## config.mk

```make
export PLATFORM = sky130hd
export DESIGN_NAME = stcmd_unit
export DESIGN_NICKNAME = d
export VERILOG_FILES = /design/src/stcmd_pkg.sv /design/src/stcmd_unit.sv
export SDC_FILE = /design/constraint.sdc
export NUM_CORES = 1
export LEC_CHECK = 0
export BUFFER_PORTS_ARGS = -buffer_cell sky130_fd_sc_hd__buf_2
export CORE_MARGIN = 3
export CORE_UTILIZATION = 35
export CTS_CLUSTER_SIZE = 28
export DETAILED_ROUTE_END_ITERATION = 8
export PLACE_DENSITY = 0.53
export SETUP_SLACK_MARGIN = 0.1
export SYNTH_ARGS = -nofsm -noshare
export SYNTH_HDL_FRONTEND = slang
export SYNTH_SLANG_ARGS = --single-unit
```

## constraint.sdc

```tcl
create_clock -name ref_clk_i -period 10.2 [get_ports ref_clk_i]
set_input_delay 0.51 -clock ref_clk_i [delete_from_list [all_inputs] [get_ports ref_clk_i]]
set_output_delay 0.51 -clock ref_clk_i [all_outputs]
set_load 0.02 [all_outputs]
```

## src/stcmd_pkg.sv

```systemverilog
// package for the speed/torque mode command unit
package stcmd_pkg;

    // ****************************************
    // register map (byte addresses)
    // ****************************************
    localparam logic [7:0] STCMD_OFS_CMD     = 8'h00; // motion command, pause, abort, servo, loop sel
    localparam logic [7:0] STCMD_OFS_TRQ     = 8'h04; // torque reference value
    localparam logic [7:0] STCMD_OFS_SPDLIM  = 8'h08; // speed limit, percent of rated
    localparam logic [7:0] STCMD_OFS_FUNC    = 8'h0C; // unit and filter setting
    localparam logic [7:0] STCMD_OFS_WIDTH1  = 8'h10; // positioning completed width
    localparam logic [7:0] STCMD_OFS_WIDTH2  = 8'h14; // second completion width
    localparam logic [7:0] STCMD_OFS_PROTO   = 8'h18; // bit0: second-generation network
    localparam logic [7:0] STCMD_OFS_STATUS  = 8'h20; // monitor flags
    localparam logic [7:0] STCMD_OFS_RESP    = 8'h24; // command response code
    localparam logic [7:0] STCMD_OFS_COMMANDED_MACHINE_POSITION    = 8'h28; // commanded machine position
    localparam logic [7:0] STCMD_OFS_ACTUAL_MACHINE_POSITION    = 8'h2C; // actual machine position

    // command register field positions
    localparam int STCMD_CMD_LSB    = 0;
    localparam int STCMD_PAUSE_BIT  = 8;
    localparam int STCMD_ABORT_BIT  = 9;
    localparam int STCMD_SERVO_BIT  = 10;
    localparam int STCMD_LOOP_BIT   = 11;

    // status register bit positions
    localparam int STCMD_ST_EXEC    = 0;
    localparam int STCMD_ST_HOLD    = 1;
    localparam int STCMD_ST_ERR     = 3;
    localparam int STCMD_ST_EXDONE  = 8;
    localparam int STCMD_ST_DEN     = 16;
    localparam int STCMD_ST_INPOS   = 17;
    localparam int STCMD_ST_PROX    = 19;

    // motion command codes
    localparam logic [7:0] STCMD_CODE_NONE = 8'h00;
    localparam logic [7:0] STCMD_CODE_SPEED_REFERENCE_COMMAND = 8'h17; // 23
    localparam logic [7:0] STCMD_CODE_TRQ  = 8'h18; // 24

    // reset values
    localparam logic [31:0] STCMD_RST_WORD  = 32'h0000_0000;
    localparam logic        STCMD_RST_PROTO = 1'b1;

    // scan period
    localparam int STCMD_CLK_HZ        = 50_000_000;
    localparam int STCMD_SCAN_US       = 1000;
    localparam int STCMD_SCAN_CYC      = STCMD_CLK_HZ / 1_000_000 * STCMD_SCAN_US;

    // flags shown to software
    typedef struct packed {
        logic exec;
        logic hold_done;
        logic err_end;
        logic exec_done;
        logic distribution_done_flag;
        logic in_pos;
        logic prox;
    } stcmd_flags_s;

    // commands driven toward the servo amplifier
    typedef struct packed {
        logic        servo_on;
        logic        p_only;
        logic        torque_mode;
        logic        speed_mode;
        logic        decel_stop;
        logic [31:0] torque_ref;
        logic [31:0] speed_lim;
        logic [15:0] func_set;
    } stcmd_amp_s;

endpackage

```

## src/stcmd_unit.sv

```systemverilog
// speed/torque mode command unit with apb register slave
//
// Contract
// - speed command abort keeps executing flag set until abort completes
// - speed command keeps hold-completed and execution-completed flags clear
// - error in speed command sets error-end, decel stop; cleared by other command
// - distribution-done set when distribution finishes, clear during move
// - in-position only when distribution done and position inside window
// - proximity follows done when width zero, else position difference below width
// - code 24 selects torque control and reports response 24 while running
// - torque command runs even with servo power off
// - torque reference changes apply live without restart
// - pause bit ignored during torque command, no hold
// - abort bit decelerates axis; abort done once stopped
// - abort released mid-processing resumes torque mode
// - command change during torque runs the same abort sequence
// - servo bit energises motor; torque starts when servo turned on
// - loop select bit picks pi at 0, p-only at 1
// - torque-mode speed limit is a percentage of rated speed
// - position tracking from feedback continues in torque mode
// - torque command only on second-generation network, rejected otherwise
// - torque command abort keeps executing flag set until abort completes
// - torque command keeps hold-completed and execution-completed flags clear
//
// The APB register port and the register offsets are this design's own decisions.
module stcmd_unit
    import stcmd_pkg::*;
#(
    parameter int SCAN_CYC = STCMD_SCAN_CYC
)
(
    input  wire logic        ref_clk_i,
    input  wire logic        arst_n_i,
    // apb slave
    input  wire logic        psel_i,
    input  wire logic        penable_i,
    input  wire logic        pwrite_i,
    input  wire logic [7:0]  paddr_i,
    input  wire logic [31:0] pwdata_i,
    output logic      [31:0] prdata_o,
    output logic             pready_o,
    output logic             pslverr_o,
    // amplifier side
    input  wire logic        axis_stopped_i,
    input  wire logic        dist_busy_i,
    input  wire logic        amp_error_i,
    input  wire logic [31:0] fb_position_i,
    output stcmd_amp_s       amp_o,
    output stcmd_flags_s     flags_o
);

    // ****************************************
    // state encoding
    // ****************************************
    typedef enum logic [3:0] {
        ST_IDLE  = 4'b0001,
        ST_RUN   = 4'b0010,
        ST_ABORT = 4'b0100,
        ST_ERR   = 4'b1000
    } stcmd_state_e;

    // ****************************************
    // registers
    // ****************************************
    logic [31:0]  cmd_r;
    logic [31:0]  trq_r;
    logic [31:0]  spdlim_r;
    logic [15:0]  func_r;
    logic [31:0]  width1_r;
    logic [31:0]  width2_r;
    logic         proto2_r;
    logic [31:0]  actual_machine_position_r;
    logic [31:0]  commanded_machine_position_r;
    logic [7:0]   resp_r;
    logic [7:0]   run_code_r;
    stcmd_state_e state_r;
    stcmd_state_e state_nxt;
    logic [31:0]  scan_cnt_r;
    logic         err_r;
    stcmd_flags_s flags_r;
    stcmd_amp_s   amp_r;
    logic [31:0]  prdata_r;
    logic         pready_r;
    logic         pslverr_r;

    // ****************************************
    // apb decode
    // ****************************************
    wire         apb_setup   = psel_i & ~penable_i;
    wire         apb_wr      = psel_i & penable_i & pwrite_i & pready_r;
    wire         hit_cmd     = paddr_i == STCMD_OFS_CMD;
    wire         hit_trq     = paddr_i == STCMD_OFS_TRQ;
    wire         hit_spdlim  = paddr_i == STCMD_OFS_SPDLIM;
    wire         hit_func    = paddr_i == STCMD_OFS_FUNC;
    wire         hit_w1      = paddr_i == STCMD_OFS_WIDTH1;
    wire         hit_w2      = paddr_i == STCMD_OFS_WIDTH2;
    wire         hit_proto   = paddr_i == STCMD_OFS_PROTO;
    wire         hit_status  = paddr_i == STCMD_OFS_STATUS;
    wire         hit_resp    = paddr_i == STCMD_OFS_RESP;
    wire         hit_commanded_machine_position    = paddr_i == STCMD_OFS_COMMANDED_MACHINE_POSITION;
    wire         hit_actual_machine_position    = paddr_i == STCMD_OFS_ACTUAL_MACHINE_POSITION;
    wire         hit_any     = hit_cmd | hit_trq | hit_spdlim | hit_func | hit_w1 | hit_w2 |
                               hit_proto | hit_status | hit_resp | hit_commanded_machine_position | hit_actual_machine_position;
    wire         hit_ro      = hit_status | hit_resp | hit_commanded_machine_position | hit_actual_machine_position;
    wire         bad_acc     = ~hit_any | (pwrite_i & hit_ro);

    wire [31:0] status_word =
        {12'h000, flags_r.prox, 1'b0, flags_r.in_pos, flags_r.distribution_done_flag,
         7'h00, flags_r.exec_done, 4'h0, flags_r.err_end, 1'b0, flags_r.hold_done, flags_r.exec};

    wire [31:0] rd_mux =
        hit_cmd    ? cmd_r :
        hit_trq    ? trq_r :
        hit_spdlim ? spdlim_r :
        hit_func   ? {16'h0000, func_r} :
        hit_w1     ? width1_r :
        hit_w2     ? width2_r :
        hit_proto  ? {31'h0000_0000, proto2_r} :
        hit_status ? status_word :
        hit_resp   ? {24'h00_0000, resp_r} :
        hit_commanded_machine_position   ? commanded_machine_position_r :
        hit_actual_machine_position   ? actual_machine_position_r : 32'h0000_0000;

    // ****************************************
    // command field decode
    // ****************************************
    wire [7:0] cmd_code   = cmd_r[STCMD_CMD_LSB +: 8];
    wire       abort_bit  = cmd_r[STCMD_ABORT_BIT];
    wire       servo_bit  = cmd_r[STCMD_SERVO_BIT];
    wire       loop_bit   = cmd_r[STCMD_LOOP_BIT];
    wire       is_known   = (cmd_code == STCMD_CODE_TRQ) | (cmd_code == STCMD_CODE_SPEED_REFERENCE_COMMAND);
    // torque command is legal only on the second-generation network
    // protocol gate
    wire       code_legal = (cmd_code != STCMD_CODE_TRQ) | proto2_r;
    wire       scan_tick  = scan_cnt_r == 32'(SCAN_CYC - 1);
    wire       cmd_change = cmd_code != run_code_r;
    // position difference for proximity
    wire [31:0] pos_diff  = (commanded_machine_position_r >= actual_machine_position_r) ? commanded_machine_position_r - actual_machine_position_r : actual_machine_position_r - commanded_machine_position_r;

    // ****************************************
    // apb response, no wait states
    // ****************************************
    always_ff @(posedge ref_clk_i or negedge arst_n_i)
    begin
        if (!arst_n_i)
        begin
            pready_r  <= 1'b0;
            prdata_r  <= STCMD_RST_WORD;
            pslverr_r <= 1'b0;
        end
        else
        begin
            pready_r  <= apb_setup;
            prdata_r  <= (apb_setup & ~pwrite_i) ? rd_mux : STCMD_RST_WORD;
            pslverr_r <= apb_setup & bad_acc;
        end
    end

    // ****************************************
    // software settings
    // ****************************************
    always_ff @(posedge ref_clk_i or negedge arst_n_i)
    begin
        if (!arst_n_i)
        begin
            cmd_r    <= STCMD_RST_WORD;
            trq_r    <= STCMD_RST_WORD;
            spdlim_r <= STCMD_RST_WORD;
            func_r   <= 16'h0000;
            width1_r <= STCMD_RST_WORD;
            width2_r <= STCMD_RST_WORD;
            proto2_r <= STCMD_RST_PROTO;
        end
        else if (apb_wr & ~pslverr_r)
        begin
            if (hit_cmd)    cmd_r    <= pwdata_i;
            if (hit_trq)    trq_r    <= pwdata_i;
            if (hit_spdlim) spdlim_r <= pwdata_i;
            if (hit_func)   func_r   <= pwdata_i[15:0];
            if (hit_w1)     width1_r <= pwdata_i;
            if (hit_w2)     width2_r <= pwdata_i;
            if (hit_proto)  proto2_r <= pwdata_i[0];
        end
    end

    // ****************************************
    // scan divider
    // ****************************************
    // scan pacing
    always_ff @(posedge ref_clk_i or negedge arst_n_i)
    begin
        if (!arst_n_i)
            scan_cnt_r <= 32'h0000_0000;
        else
            scan_cnt_r <= scan_tick ? 32'h0000_0000 : scan_cnt_r + 32'h0000_0001;
    end

    // ****************************************
    // command sequencer
    // ****************************************
    always_comb
    begin
        state_nxt = state_r;
        case (state_r)
            ST_IDLE:
                if (is_known & code_legal & ~abort_bit)
                    state_nxt = ST_RUN;
                else if (is_known & ~code_legal)
                    state_nxt = ST_ERR;
            ST_RUN:
                if (amp_error_i)
                    state_nxt = ST_ERR;
                else if (abort_bit | cmd_change)
                    state_nxt = ST_ABORT;
            ST_ABORT:
                if (~abort_bit & ~cmd_change)
                    state_nxt = ST_RUN;
                else if (axis_stopped_i)
                    state_nxt = ST_IDLE;
            ST_ERR:
                if (axis_stopped_i & cmd_change & is_known & code_legal)
                    state_nxt = ST_RUN;
                else if (axis_stopped_i & (cmd_code == STCMD_CODE_NONE))
                    state_nxt = ST_IDLE;
            default:
                state_nxt = ST_IDLE;
        endcase
    end

    // state and latched command advance only on scan boundaries
    always_ff @(posedge ref_clk_i or negedge arst_n_i)
    begin
        if (!arst_n_i)
        begin
            state_r    <= ST_IDLE;
            run_code_r <= STCMD_CODE_NONE;
        end
        else if (scan_tick)
        begin
            state_r <= state_nxt;
            if (state_nxt == ST_RUN && state_r != ST_RUN)
                run_code_r <= cmd_code;
            else if (state_nxt == ST_IDLE || (state_nxt == ST_ERR && state_r == ST_IDLE))
                run_code_r <= cmd_code;
        end
    end

    // ****************************************
    // error flag and positions
    // ****************************************
    always_ff @(posedge ref_clk_i or negedge arst_n_i)
    begin
        if (!arst_n_i)
        begin
            err_r  <= 1'b0;
            actual_machine_position_r <= STCMD_RST_WORD;
            commanded_machine_position_r <= STCMD_RST_WORD;
        end
        else if (scan_tick)
        begin
            if (state_nxt == ST_ERR)
                err_r <= 1'b1;
            else if (state_nxt == ST_RUN && state_r != ST_RUN)
                err_r <= 1'b0;
            actual_machine_position_r <= fb_position_i;
            // commanded position follows feedback outside move distribution
            if (!dist_busy_i)
                commanded_machine_position_r <= fb_position_i;
        end
    end

    // ****************************************
    // monitor flags and response code
    // ****************************************
    always_ff @(posedge ref_clk_i or negedge arst_n_i)
    begin
        if (!arst_n_i)
        begin
            flags_r <= '0;
            resp_r  <= STCMD_CODE_NONE;
        end
        else if (scan_tick)
        begin
            flags_r.exec      <= state_nxt == ST_ABORT;
            flags_r.hold_done <= 1'b0;
            flags_r.exec_done <= 1'b0;
            flags_r.err_end   <= (state_nxt == ST_ERR) | (err_r & ~(state_nxt == ST_RUN && state_r != ST_RUN));
            flags_r.distribution_done_flag       <= ~dist_busy_i;
            flags_r.in_pos    <= ~dist_busy_i & (pos_diff <= width1_r);
            flags_r.prox      <= (width2_r == 32'h0000_0000) ? ~dist_busy_i : (pos_diff < width2_r);
            resp_r            <= (state_nxt == ST_RUN || state_nxt == ST_ABORT) ? run_code_r : STCMD_CODE_NONE;
            if (state_nxt == ST_RUN && state_r != ST_RUN)
                resp_r <= cmd_code;
        end
    end

    // ****************************************
    // amplifier command
    // ****************************************
    always_ff @(posedge ref_clk_i or negedge arst_n_i)
    begin
        if (!arst_n_i)
            amp_r <= '0;
        else
        begin
            amp_r.servo_on    <= servo_bit;
            amp_r.p_only      <= loop_bit;
            amp_r.torque_mode <= (state_r == ST_RUN) & (run_code_r == STCMD_CODE_TRQ);
            amp_r.speed_mode  <= (state_r == ST_RUN) & (run_code_r == STCMD_CODE_SPEED_REFERENCE_COMMAND);
            amp_r.decel_stop  <= (state_r == ST_ABORT) | (state_r == ST_ERR);
            amp_r.torque_ref  <= trq_r;
            amp_r.speed_lim   <= spdlim_r;
            amp_r.func_set    <= func_r;
        end
    end

    // ****************************************
    // outputs
    // ****************************************
    assign prdata_o  = prdata_r;
    assign pready_o  = pready_r;
    assign pslverr_o = pslverr_r;
    assign amp_o     = amp_r;
    assign flags_o   = flags_r;

endmodule

```

[After elaboration in Yosys (flattened, before gate mapping)]
Cells that the tools add are included.
Widths: inputs -> output; s select.
Word-level totals
  word-level logic and storage cells: 159
  register bits: 418
  bits in writable memories: 0
  memory bits (read-only): 0
  latch bits: 0
  bits of input ports: 80
  memories kept: 0
  output and inout port bits: 126
Cells by class
  eq/ne operators: 26
  bitwise gates (word level): 48
  divide/modulo/power cells: 0
  add/subtract/negate cells: 3
  shift-type cells: 0
  multiplexer cells: 30
  multipliers: 0
  order comparisons: 3
  reductions and logical operators: 19
Operator list (count)
  $mux 32: 14
  $sub 32x32->32: 2
  $eq 8x5->1 const B: 7
  $add 32x1->32 const B: 1
  $eq 32x16->1 const B: 1
  $eq 8x6->1 const B: 4
  $ge 32x32->1: 1
  $le 32x32->1: 1
  $logic_not 32->1: 1
  $lt 32x32->1: 1
  $mux 4: 8
  $mux 8: 4
  $and 1x1->1: 20
  $reduce_and 2->1: 10
  $or 1x1->1: 19
  $eq 8x4->1 const B: 2
  $logic_not 8->1: 2
  $pmux 4 s4: 1
  $not 1->1: 9
  $eq 4x1->1 const B: 2
  $eq 4x2->1 const B: 2
  $eq 4x3->1 const B: 2
  $eq 4x4->1 const B: 2
  $eq 8x3->1 const B: 1
  7 further kinds: 12

[Longest topological paths before layout]
Gate-level depths: netlist of run 1.
  depth after elaboration: 14
  gate-level depth with buffers: 22
  gate-level depth less buffers: 21

[Worst setup path before layout of run 1]
Ideal clock, no wire load.
  path type: register -> register
  start point: register actual_machine_position_r[19]
  end point: register flags_r (netlist bit flags_o[0])
  period minus slack after synthesis: 4.277 ns
  buffers on the path: 2
  arrival time: 4.213 ns
  stages on the path, launching flop included: 22
  data required time: 10.136 ns
  library setup time: 0.064 ns
  path slack: 5.923 ns
  cells stage by stage: dfrtp_1 > inv_1 > ha_1 > clkbuf_1 > a21oi_1 > o21a_1 > o221ai_1 > nand4b_1 > a31oi_1 > buf_2 > mux2_2 > o21ai_1 > xnor2_1 > ha_1 > a21o_1 > a21o_1 > a21oi_1 > o21ai_0 > a21o_1 > a221o_1 > o21ai_0 > a21o_1
Between the ends
  cells in the longest elaborated chain, start to end: 4
  elaborated cells on any way between the ends: 6
  those cells by class: add/sub: 2; order compare: 2; mux: 2
RTL lines
  start: declaration: line stcmd_unit.sv:72  | logic [31:0] actual_machine_position_r;
  start signal: assignment: line stcmd_unit.sv:265  | actual_machine_position_r <= fb_position_i;
  $sub 32x32->32 or $ge 32x32->1 (tied branches): line stcmd_unit.sv:138  | wire [31:0] pos_diff = (commanded_machine_position_r >= actual_machine_position_r) ? commanded_machine_positio ...
  $mux 32 *: line stcmd_unit.sv:138
  $lt 32x32->1 *: line stcmd_unit.sv:290  | flags_r.prox <= (width2_r == 32'h0000_0000) ? ~dist_busy_i : (pos_diff < width2_r);
  $mux 1 *: line stcmd_unit.sv:290
  end: declaration: line stcmd_unit.sv:80  | stcmd_flags_s flags_r;
Every way passes the cells marked *; elsewhere a longest branch is shown, timed or not.
A chain may end at the register's enable or synchronous reset.

[Worst setup path in the final report of run 1]
  start point: register actual_machine_position_r[9]
  end point: register flags_r (netlist bit flags_o[0])
Same word-level chain as after synthesis.

==> results of run 1 <==
## final cells by class
cell class | instances | area, sq um | share of cell area (%)
clock inverter | 22 | 355 | 1.41
timing repair buffer | 220 | 1180 | 4.69
clock buffer | 66 | 1350 | 5.37
tap | 782 | 978 | 3.89
multi-input combinational | 1417 | 10300 | 40.8
inverter | 147 | 552 | 2.20
sequential | 418 | 10500 | 41.6
## how the worst max path moves through the flow
| stage | to | slack, ns | startpoint | depth (start not counted) |
|---|---|---|---|---|
| finish | flags_o[0] | 4.35 | actual_machine_position_r[9] | 20 |
| global route | flags_o[0] | 4.09 | actual_machine_position_r[9] | 20 |
| CTS | flags_o[0] | 4.48 | actual_machine_position_r[9] | 20 |
| detailed placement | flags_o[0] | 4.53 | actual_machine_position_r[9] | 20 |
| global placement | flags_o[0] | 4.59 | actual_machine_position_r[9] | 20 |
| floorplan | flags_o[0] | 5.92 | actual_machine_position_r[19] | 21 |
## cells in the mapped netlist, types with 4 or more instances
master | number | share of area, %
clkbuf_1 | 69 | 1.2
o21a_1 | 11 | 0.38
nand2b_1 | 19 | 0.55
xnor2_1 | 38 | 1.5
nor2b_1 | 12 | 0.35
mux2_4 | 8 | 0.56
o21ai_0 | 190 | 4.4
a221oi_1 | 26 | 1.1
nand4_1 | 41 | 1.2
dfrtp_1 | 416 | 48
inv_1 | 147 | 2.6
a31oi_1 | 26 | 0.75
nand2_1 | 204 | 3.5
o21bai_1 | 15 | 0.52
nand3_1 | 29 | 0.67
nor3_1 | 16 | 0.37
buf_2 | 20 | 0.46
o211ai_1 | 19 | 0.66
o31ai_1 | 5 | 0.17
mux2_1 | 9 | 0.47
buf_1 | 11 | 0.19
a21oi_1 | 122 | 2.8
a21o_1 | 44 | 1.5
a222oi_1 | 44 | 2.0
nand4b_1 | 4 | 0.16
nor2_1 | 83 | 1.4
or3_1 | 5 | 0.14
or2_2 | 4 | 0.12
a211oi_1 | 7 | 0.24
and4_1 | 6 | 0.24
ha_1 | 127 | 7.3
mux2_2 | 144 | 7.5
nor4_1 | 20 | 0.58
and3_1 | 16 | 0.46
and2_1 | 5 | 0.14
xor2_1 | 30 | 1.2
mux2i_1 | 26 | 1.2
## per-layer routing
| metal | part of all wire, % | up-vias |
|---|---|---|
| met5 | 0.050 | - |
| met2 | 43 | 597 |
| li1 | - | 7818 |
| met1 | 48 | 8636 |
| met3 | 7.1 | 84 |
| met4 | 2.1 | 8 |
## per-stage QoR
stage	power, mW	hold slack [ns]	util, %	cells
after floorplan	1.90	0.214	-	2085
final	3.89	0.00821	41.4	3072
after detailed placement	2.06	0.382	38.6	2984
after CTS	3.93	0.00216	41.4	3072
after global placement	2.06	0.377	38.6	2984
after global routing	4.03	0.0527	41.4	3072
## cells by family after synthesis
| group | Yosys count | synth area share, % |
|---|---|---|
| simple gates | 483 | 10.9 |
| other cells | 1 | 0.0173 |
| mux | 187 | 9.73 |
| fa+ha+maj | 129 | 7.53 |
| flops | 418 | 48.4 |
| xor+xnor | 68 | 2.75 |
| buf+inv | 250 | 4.53 |
| compound gates | 548 | 16.2 |
## power by group
| group | total [mW] | internal [mW] | leakage (nW) | switching, mW |
|---|---|---|---|---|
| clock | 1.86 | 1.13 | 0.827 | 0.724 |
| sequential | 1.69 | 1.67 | 5.32 | 0.0147 |
| combinational | 0.354 | 0.114 | 6.33 | 0.239 |
==> results.ini, run 1 <==
[global_route]
met2_usage_pct = 33.7
grt_first_pass_wirelength_microns = 110000
antenna_found_initial = 5
use_met1_pct = 33.5
use_met3_pct = 4.52
grt_most_used_layer = met2
grt_usage_pct = 22.5
grt_max_degree = 171
first_global_vias = 17300
grt_overflow = 0

[critical_path]
path_cells = inv_1 -> ha_1 -> a21oi_1 -> o21ai_0 -> a22oi_1 -> nand4b_1 -> a31oi_4 -> buf_4 -> mux2_2 -> o21ai_1 -> xnor2_1 -> ha_1 -> a21o_1 -> a21o_1 -> a21oi_1 -> o21ai_0 -> a21o_1 -> a221o_1 -> o21ai_0 -> a21o_1
crit_required_ns = 10.72
slowest_stage = a31oi_4
reg2reg_depth = 20
cp_num_buf_inv = 2
path_max_fanout = 24
critPathLaunchType = flip-flop
path_common_cell = a21o_1
endpoint_kind = flip-flop
r2r-start = actual_machine_position_r[9]
path_delay_family = compound AO/OA/AOI/OAI gates
arrival_ns = 6.37
critPathMaxStageDelay_ns = 0.61
r2r_end = flags_o[0]
worstSetupPathType = reg -> reg
reg2reg_slack_ns = 4.35

[synth]
synth-seq-cells = 418
synth_area_per_cell_sq_um = 10.4
synth_cell_types = 78
syn_area_sq_um = 21600
async_reset_ff_share_pct = 100
synthCells = 2084
synth-edff-count = 0
synth_flop_cell = dfrtp_1
ys_seq_area_share_pct = 48.4
ys.warnings.count = 0

[floorplanning]
floorplan.initialDensity_pct = 35.6
io_pins = 206
dieArea_sq_um = 64800
die_w_microns = 255
core_area_sq_um = 60700
fp.dieH_microns = 255
rows = 90

[cts]
htreeDepth = 2
postCtsSetupBuffers = 0
clkTransAtPathRegs_ns = 0.06
cts_root_buf = clkbuf_16
post_cts_resized = 0
cts_tree = yes
clock_latency_ns = 0.60
cts_hold_buf = 0
cts-buffers-inserted = 48
cts.path.max_buffers = 3
clock-sinks = 418

[timing]
timing.fmax_mhz = 171
final_max_slew_viol_count = 0
tns_ns = 0
post-route-period-util_pct = 57.4
setup_viol = 0
final_hold_viol_count = 0
tightestPinTransition_ns = 1.02
rsz0062_at_grt = false
fin_crit_ns = 5.85
worst_slack_ns = 4.35
finClkSkew_ns = 0.0321
slew_headroom_pct = 32.3

[detailed_routing]
first_pass_iters = 9
drt_iter0_drc = 1678
remaining_drc_errors = 0
vias_per_cell = 5.58
postRouteAntennaNets = 0
wire_per_inst_microns = 24.0
wl_microns = 73800
vias = 17100

[finish]
diodes = 0
final_cell_mix = dfrtp_1 (416), nand2_1 (204), buf_2 (202)
fin_area_sq_um = 25100
layout.nets = 2461
drive_gt1_share_pct = 21.0
fillCellCount = 5873
areaGrowthSynthToFinish_pct = 16.3
final_common_cell = dfrtp_1
largest_register_ffs = 85

[flow_run]
drv_cap = 0

[placement]
dpl.hpwl_microns = 55200
globalplace.congestion = 0.925
place_area_sq_um = 23400
pre_cts_ws_ns = 4.53
port_buffers = 203

[outcome]
status = completed

[pwr]
peakVddDrop_mv = 0.114
power_density_nw_per_um2 = 155
power.leakage_nw = 12.5

[min_path]
hold_class = in -> async

(Power assumes the default switching activity.)
==> inputs of run 2 (changes only) <==
- ABC_AREA: unset -> 1
- PLACE_DENSITY: 0.53 -> 0.54
- clock period: 10.2 -> 4.9 ns (I/O delays scaled with it)
==> run 2 against run 1 <==
Non-clock buffer count is 45 higher. Worst setup slack lost 3.7 ns. Critical path depth increased by 3. Maximum frequency increased by 38%. Clock power is 110% higher. Sequential share of layout area is 3.1 points lower. Area after synthesis grew 7.1%. Routed wire length up 9.3%. Critical endpoint is now flags_o[1]. Largest cell class is now multi-input gates.
==> results.ini, run 2 <==
[cts]
cts_tree = yes
cts_hold_buf = 39  ; +39
clock-sinks = 418  ; unchanged
cts.path.max_buffers = 3  ; unchanged
post_cts_resized = 0  ; unchanged
clock_latency_ns = 0.60  ; about the same
htreeDepth = 2  ; unchanged
clkTransAtPathRegs_ns = 0.06  ; about the same
postCtsSetupBuffers = 0  ; unchanged
cts-buffers-inserted = 48  ; unchanged
cts_root_buf = clkbuf_16

[floorplanning]
floorplan.initialDensity_pct = 35.7  ; +0.038 points
rows = 93  ; +3.3%
core_area_sq_um = 64900  ; +7.0%
io_pins = 206  ; unchanged
dieArea_sq_um = 69300  ; +6.9%
die_w_microns = 263  ; +3.4%
fp.dieH_microns = 263  ; +3.4%

[finish]
largest_register_ffs = 85  ; unchanged
fin_area_sq_um = 27100  ; +7.9%
areaGrowthSynthToFinish_pct = 17.2
instances_no_fill = 4063  ; +32%
final_common_cell = nand2_1
final_core_util_pct = 41.8  ; +0.37 points
drive_gt1_share_pct = 12.2  ; -8.9 points
final_cell_mix = nand2_1 (744), dfrtp_1 (416), inv_1 (389)
layout.nets = 3380  ; +37%

[timing]
whs_ns = 0.0235  ; +0.0152 ns
final_hold_viol_count = 0  ; unchanged
worst_slack_ns = 0.653  ; -3.69 ns
fin_crit_ns = 4.25  ; -1.61 ns
slew_headroom_pct = 24.1  ; -8.2 points
rsz0062_at_grt = false
tns_ns = 0  ; unchanged
finClkSkew_ns = 0.0293  ; -0.00280 ns
tightestPinTransition_ns = 1.14  ; +0.123 ns
timing.fmax_mhz = 235  ; +38%
final_max_slew_viol_count = 0  ; unchanged
setup_viol = 0  ; unchanged
post-route-period-util_pct = 86.7  ; +29 points

[placement]
globalplace.congestion = 1.01  ; +8.8%
dp.cells = 3937  ; +32%
place_area_sq_um = 25000  ; +6.8%
dpl.hpwl_microns = 60600  ; +9.8%
port_buffers = 203  ; unchanged
pre_cts_ws_ns = 0.661  ; -3.87 ns

[global_route]
first_global_vias = 20400  ; +18%
antenna_found_initial = 0  ; -5
grt_overflow = 0  ; unchanged
grt_usage_pct = 22.7  ; +0.16 points
grt_max_degree = 130  ; -24%
grt_first_pass_wirelength_microns = 122000  ; +11%

[detailed_routing]
postRouteAntennaNets = 0  ; unchanged
remaining_drc_errors = 0  ; unchanged
wire_per_inst_microns = 19.8  ; -17%
first_pass_iters = 6  ; -3
vias_per_cell = 5.07  ; -9.2%
wl_microns = 80600  ; +9.3%
vias = 20600  ; +20%
drt_iter0_drc = 1541  ; -8.2%

[synth]
synth-edff-count = 0  ; unchanged
synth.area.top_cells = dfrtp_1 (45%), nand2_1 (12%), ha_1 (6.9%)
synth.most_common_cell = nand2_1
synthTopCellsByCount = nand2_1 (748), dfrtp_1 (416), inv_1 (389)
ys_seq_area_share_pct = 45.2  ; -3.2 points
async_reset_ff_share_pct = 100  ; unchanged
syn_area_sq_um = 23200  ; +7.1%
synthCells = 2953  ; +42%
ys.warnings.count = 0  ; unchanged
synth_cell_types = 56  ; -28%
synth_area_per_cell_sq_um = 7.84  ; -24%
netlist.area_leader.share_pct = 45.0  ; -3.2 points
synth-seq-cells = 418  ; unchanged
synth_top_area_cell = dfrtp_1
synth_flop_cell = dfrtp_1

[critical_path]
path_max_fanout = 37  ; +54%
worstSetupPathType = reg -> reg
reg2reg_depth = 23  ; +15%
critPathLaunch = commanded_machine_position_r[0]
arrival_ns = 4.71  ; -1.66 ns
crit_end = flags_o[1]
r2r-start = commanded_machine_position_r[0]
crit_required_ns = 5.37  ; -5.35 ns
r2r_end = flags_o[1]
endpoint_kind = flip-flop
critPathLaunchType = flip-flop
reg2reg_slack_ns = 0.65  ; -3.69 ns

[pwr]
power_density_nw_per_um2 = 303  ; +95%
power_mw = 8.21  ; +110%
power.leakage_nw = 14.1  ; +13%
peakVddDrop_mv = 0.227  ; +99%

[min_path]
whs_path_depth = 3
hold_class = in -> reg

[flow_run]
drv_cap = 0  ; unchanged

[outcome]
status = completed

## run 2: logic make-up (layout without fill, tap and decap cells)
family	Yosys count	after routing	share of synthesized area, %
AOI/OAI and AO/OA	636	636	14.7
adders and majority gates	129	129	7.04
and+or+nand+nor	1209	1209	22.2
DFF	418	418	45.2
other	1	3	0.0162
xor gates and xnor gates	59	59	2.23
buffers and inverters	501	754	8.55
## run 2: worst max-delay path, cell delays in order, from the launching register on
cell	delay (ns)
dfrtp_1	0.40
inv_1	0.07
ha_1	0.23
inv_1	0.09
fa_1	0.44
inv_1	0.11
o21ai_2	0.10
a21oi_2	0.22
o21ai_2	0.09
nand2_2	0.10
nand3_4	0.32
inv_4	0.35
nand2_1	0.08
nand2_1	0.09
inv_1	0.06
ha_1	0.29
nand4_1	0.12
nor3_1	0.24
nor4b_1	0.40
nand2_1	0.10
nand2_1	0.08
nand2_1	0.04
nand2_1	0.05
nand2_1	0.04
## run 2: area by class of cell
type	instances	area, sq um
Clock inverter	28	407
Tap cell	855	1070
Antenna cell	1	2.50
Sequential cell	418	10500
Multi-Input combinational cell	2035	10700
Timing Repair Buffer	265	1630
Clock buffer	58	1300
Inverter	403	1520
Fill cell	6727	37800
## run 2: routing by layer
| metal | share of wire, % | wire length (microns) | track usage [%] |
|---|---|---|---|
| met4 | 2.7 | 2160 | 5.93 |
| met5 | 0 | 0 | 0 |
| met1 | 47 | 37500 | 32.4 |
| met2 | 45 | 36300 | 35.9 |
| met3 | 5.7 | 4580 | 3.35 |
## run 2: where the power goes
group          internal, mW  switching [mW]  total, mW
combinational         0.281           0.570      0.851
sequential             3.48          0.0187       3.50
clock                  2.33            1.54       3.86
total                  6.08            2.13       8.21
## run 2: how the worst min path moves through the flow
stage / from / to
6_report: pwdata_i[25] / spdlim_r[25]
5_1_grt: pwdata_i[25] / spdlim_r[25]
4_1_cts: pwdata_i[11] / width2_r[11]
3_5_place_dp: arst_n_i / amp_o[81]
3_3_place_gp: arst_n_i / amp_o[81]
2_1_floorplan: arst_n_i / actual_machine_position_r[0]
==> inputs of run 3 (changes only) <==
- ABC_AREA: 1 -> unset
- PLACE_DENSITY: 0.54 -> 0.55
==> run 3 against run 2 <==
Critical path depth shrank 4. Clock power shrank 4%. First-iteration DRC count up 16%. Sequential power about the same. Critical endpoint is now flags_o[0]. Sequential cell count unchanged. Total power is 1.5% lower. Worst hold slack better by 0.074 ns. Largest power group unchanged. Maximum frequency fell by 9.5%.
==> results.ini, run 3 (synthesized netlist as in run 1, its figures left out) <==
[detailed_routing]
wire_per_inst_microns = 22.9  ; +15%
vias = 17800  ; -14%
first_pass_iters = 9  ; +3
vias_per_cell = 5.52  ; +8.8%
highest_layer = met4
routed-wl-met3_microns = 5560  ; +21%
drt_iter0_drc = 1785  ; +16%
wirelength_met1_microns = 34300  ; -8.6%
remaining_drc_errors = 0  ; unchanged
postRouteAntennaNets = 0  ; unchanged
wl_microns = 74000  ; -8.2%
wl_met2_microns = 32600  ; -10%

[placement]
globalplace.congestion = 0.913  ; -9.3%
dpl.hpwl_microns = 55900  ; -7.7%
pre_cts_ws_ns = -0.0492  ; -0.710 ns
dp.cells = 3059  ; -22%
place_area_sq_um = 24000  ; -4.0%
port_buffers = 203  ; unchanged

[cts]
clock_latency_ns = 0.59  ; about the same
cts.path.max_buffers = 3  ; unchanged
cts-buffers-inserted = 46  ; -4.2%
htreeDepth = 2  ; unchanged
clkTransAtPathRegs_ns = 0.06  ; about the same
cts_tree = yes
cts_root_buf = clkbuf_16
clock-sinks = 418  ; unchanged

[min_path]
hold_class = in -> reg
hold_start = axis_stopped_i

[floorplanning]
io_pins = 206  ; unchanged
fp.dieH_microns = 255  ; -3.3%
die_w_microns = 255  ; -3.3%
core_area_sq_um = 60700  ; -6.5%
floorplan.initialDensity_pct = 35.6  ; -0.038 points
rows = 90  ; -3.2%
dieArea_sq_um = 64800  ; -6.5%

[global_route]
first_global_vias = 17800  ; -12%
antenna_found_initial = 2  ; +2
grt_usage_pct = 22.5  ; -0.20 points
grt_max_degree = 120  ; -7.7%
grt_first_pass_wirelength_microns = 111000  ; -9.6%
grt_overflow = 0  ; unchanged

[critical_path]
endpoint_kind = flip-flop
r2r-start = actual_machine_position_r[22]
crit_required_ns = 5.43  ; +0.06 ns
critPathLaunchType = flip-flop
path_max_fanout = 10  ; -73%
worstSetupPathType = reg -> reg
slowest_stage = a2111oi_0
path_delay_family = compound AO/OA/AOI/OAI gates
critPathMaxStageDelay_ns = 0.43  ; about the same
cp_num_buf_inv = 5  ; unchanged
path_common_cell = buf_4
critPathLaunch = actual_machine_position_r[22]
arrival_ns = 5.22  ; +0.51 ns
path_cells = inv_1 -> ha_1 -> nand4_1 -> nand4b_1 -> or3_1 -> nand4b_1 -> a31oi_4 -> buf_4 -> clkbuf_16 -> a311o_1 -> a22oi_2 -> xnor2_2 -> buf_4 -> buf_4 -> ha_1 -> a21o_1 -> a2111oi_0 -> o21a_1 -> a21o_1

[flow_run]
drv_cap = 0  ; unchanged

[timing]
whs_ns = 0.0976  ; +0.0742 ns
post-route-period-util_pct = 95.7  ; +9.0 points
worst_slack_ns = 0.210  ; -0.443 ns
setup_viol = 0  ; unchanged
final_hold_viol_count = 0  ; unchanged
timing.fmax_mhz = 213  ; -9.5%
slew_headroom_pct = 13.8  ; -10 points
finClkSkew_ns = 0.0229  ; -0.00640 ns
tightestPinTransition_ns = 1.28  ; +0.144 ns
fin_crit_ns = 4.69  ; +0.443 ns
final_max_slew_viol_count = 0  ; unchanged
rsz0062_at_grt = true

[outcome]
status = completed

[finish]
final_common_cell = dfrtp_1
fin_area_sq_um = 26700  ; -1.7%
drive_gt1_share_pct = 24.6  ; +12 points
final_cell_mix = dfrtp_1 (416), nand2_1 (204), buf_2 (202)
instances_no_fill = 3228  ; -21%
areaGrowthSynthToFinish_pct = 23.4
layout.nets = 2613  ; -23%
largest_register_ffs = 85  ; unchanged

[pwr]
power_density_nw_per_um2 = 303  ; +0.22%
power_mw = 8.09  ; -1.5%
peakVddDrop_mv = 0.237  ; +4.7%
power.leakage_nw = 13.2  ; -6.4%

[run 3: routing by layer]
layer  up-vias  track usage (%)
li1       8141                -
met1      8948             32.6
met2       634             34.5
met3        90             4.81
met4         0             5.31
met5         -                0
[run 3: per-stage QoR]
| step | setup TNS [ns] | util [%] |
|---|---|---|
| after detailed placement | -0.0606 | 39.6 |
| final | 0 | 43.9 |
| after global routing | 0 | 43.9 |
| after floorplan | 0 | - |
| after global placement | -0.0175 | 39.6 |
| after CTS | 0 | 43.4 |
[run 3: area by class of cell]
type                       count  area, sq um
clock inverter                19          273
sequential                   418        10500
tap                          782          978
antenna                        4         10.0
inverter                     147          552
clock buffer                  67         1360
multi-input combinational   1417        10500
fill                        5785        34000
timing repair buffer         374         2590
[run 3: final timing paths]
path	end	slack [ns]	depth (start not counted)
min reg2reg	amp_o[51]	0.39	0
min	state_r[0]	0.1	4
max	flags_o[0]	0.21	19
max reg2reg	flags_o[0]	0.21	19
min in group asynchronous	trq_r[21]	0.30	2
max in group asynchronous	prdata_o[16]	3.29	3
[run 3: worst register-to-register path: cells and delay by family (launching register included)]
family	cells	cell delay [ns]
XOR/XNOR	1	0.17
adder cells (fa/ha/maj)	2	0.60
AND/OR/NAND/NOR	4	1.10
buffers and inverters	5	0.71
flip-flops	1	0.38
AO/OA/AOI/OAI	7	1.67
[run 3: timing repair]
action / CTS / global route
setup buffers: 2 / 8
resized for setup: 2 / 47
pin swaps: 1 / 11
setup endpoints to repair: 2 / 2
hold endpoints to repair: 321 / 0
cloned: 0 / 1
hold buffers: 68 / 0
[run 3: power breakdown]
group	total [mW]	switching [mW]	internal (mW)
registers	3.51	0.0305	3.48
logic	0.875	0.533	0.343
clock network	3.71	1.50	2.21
total	8.09	2.06	6.03
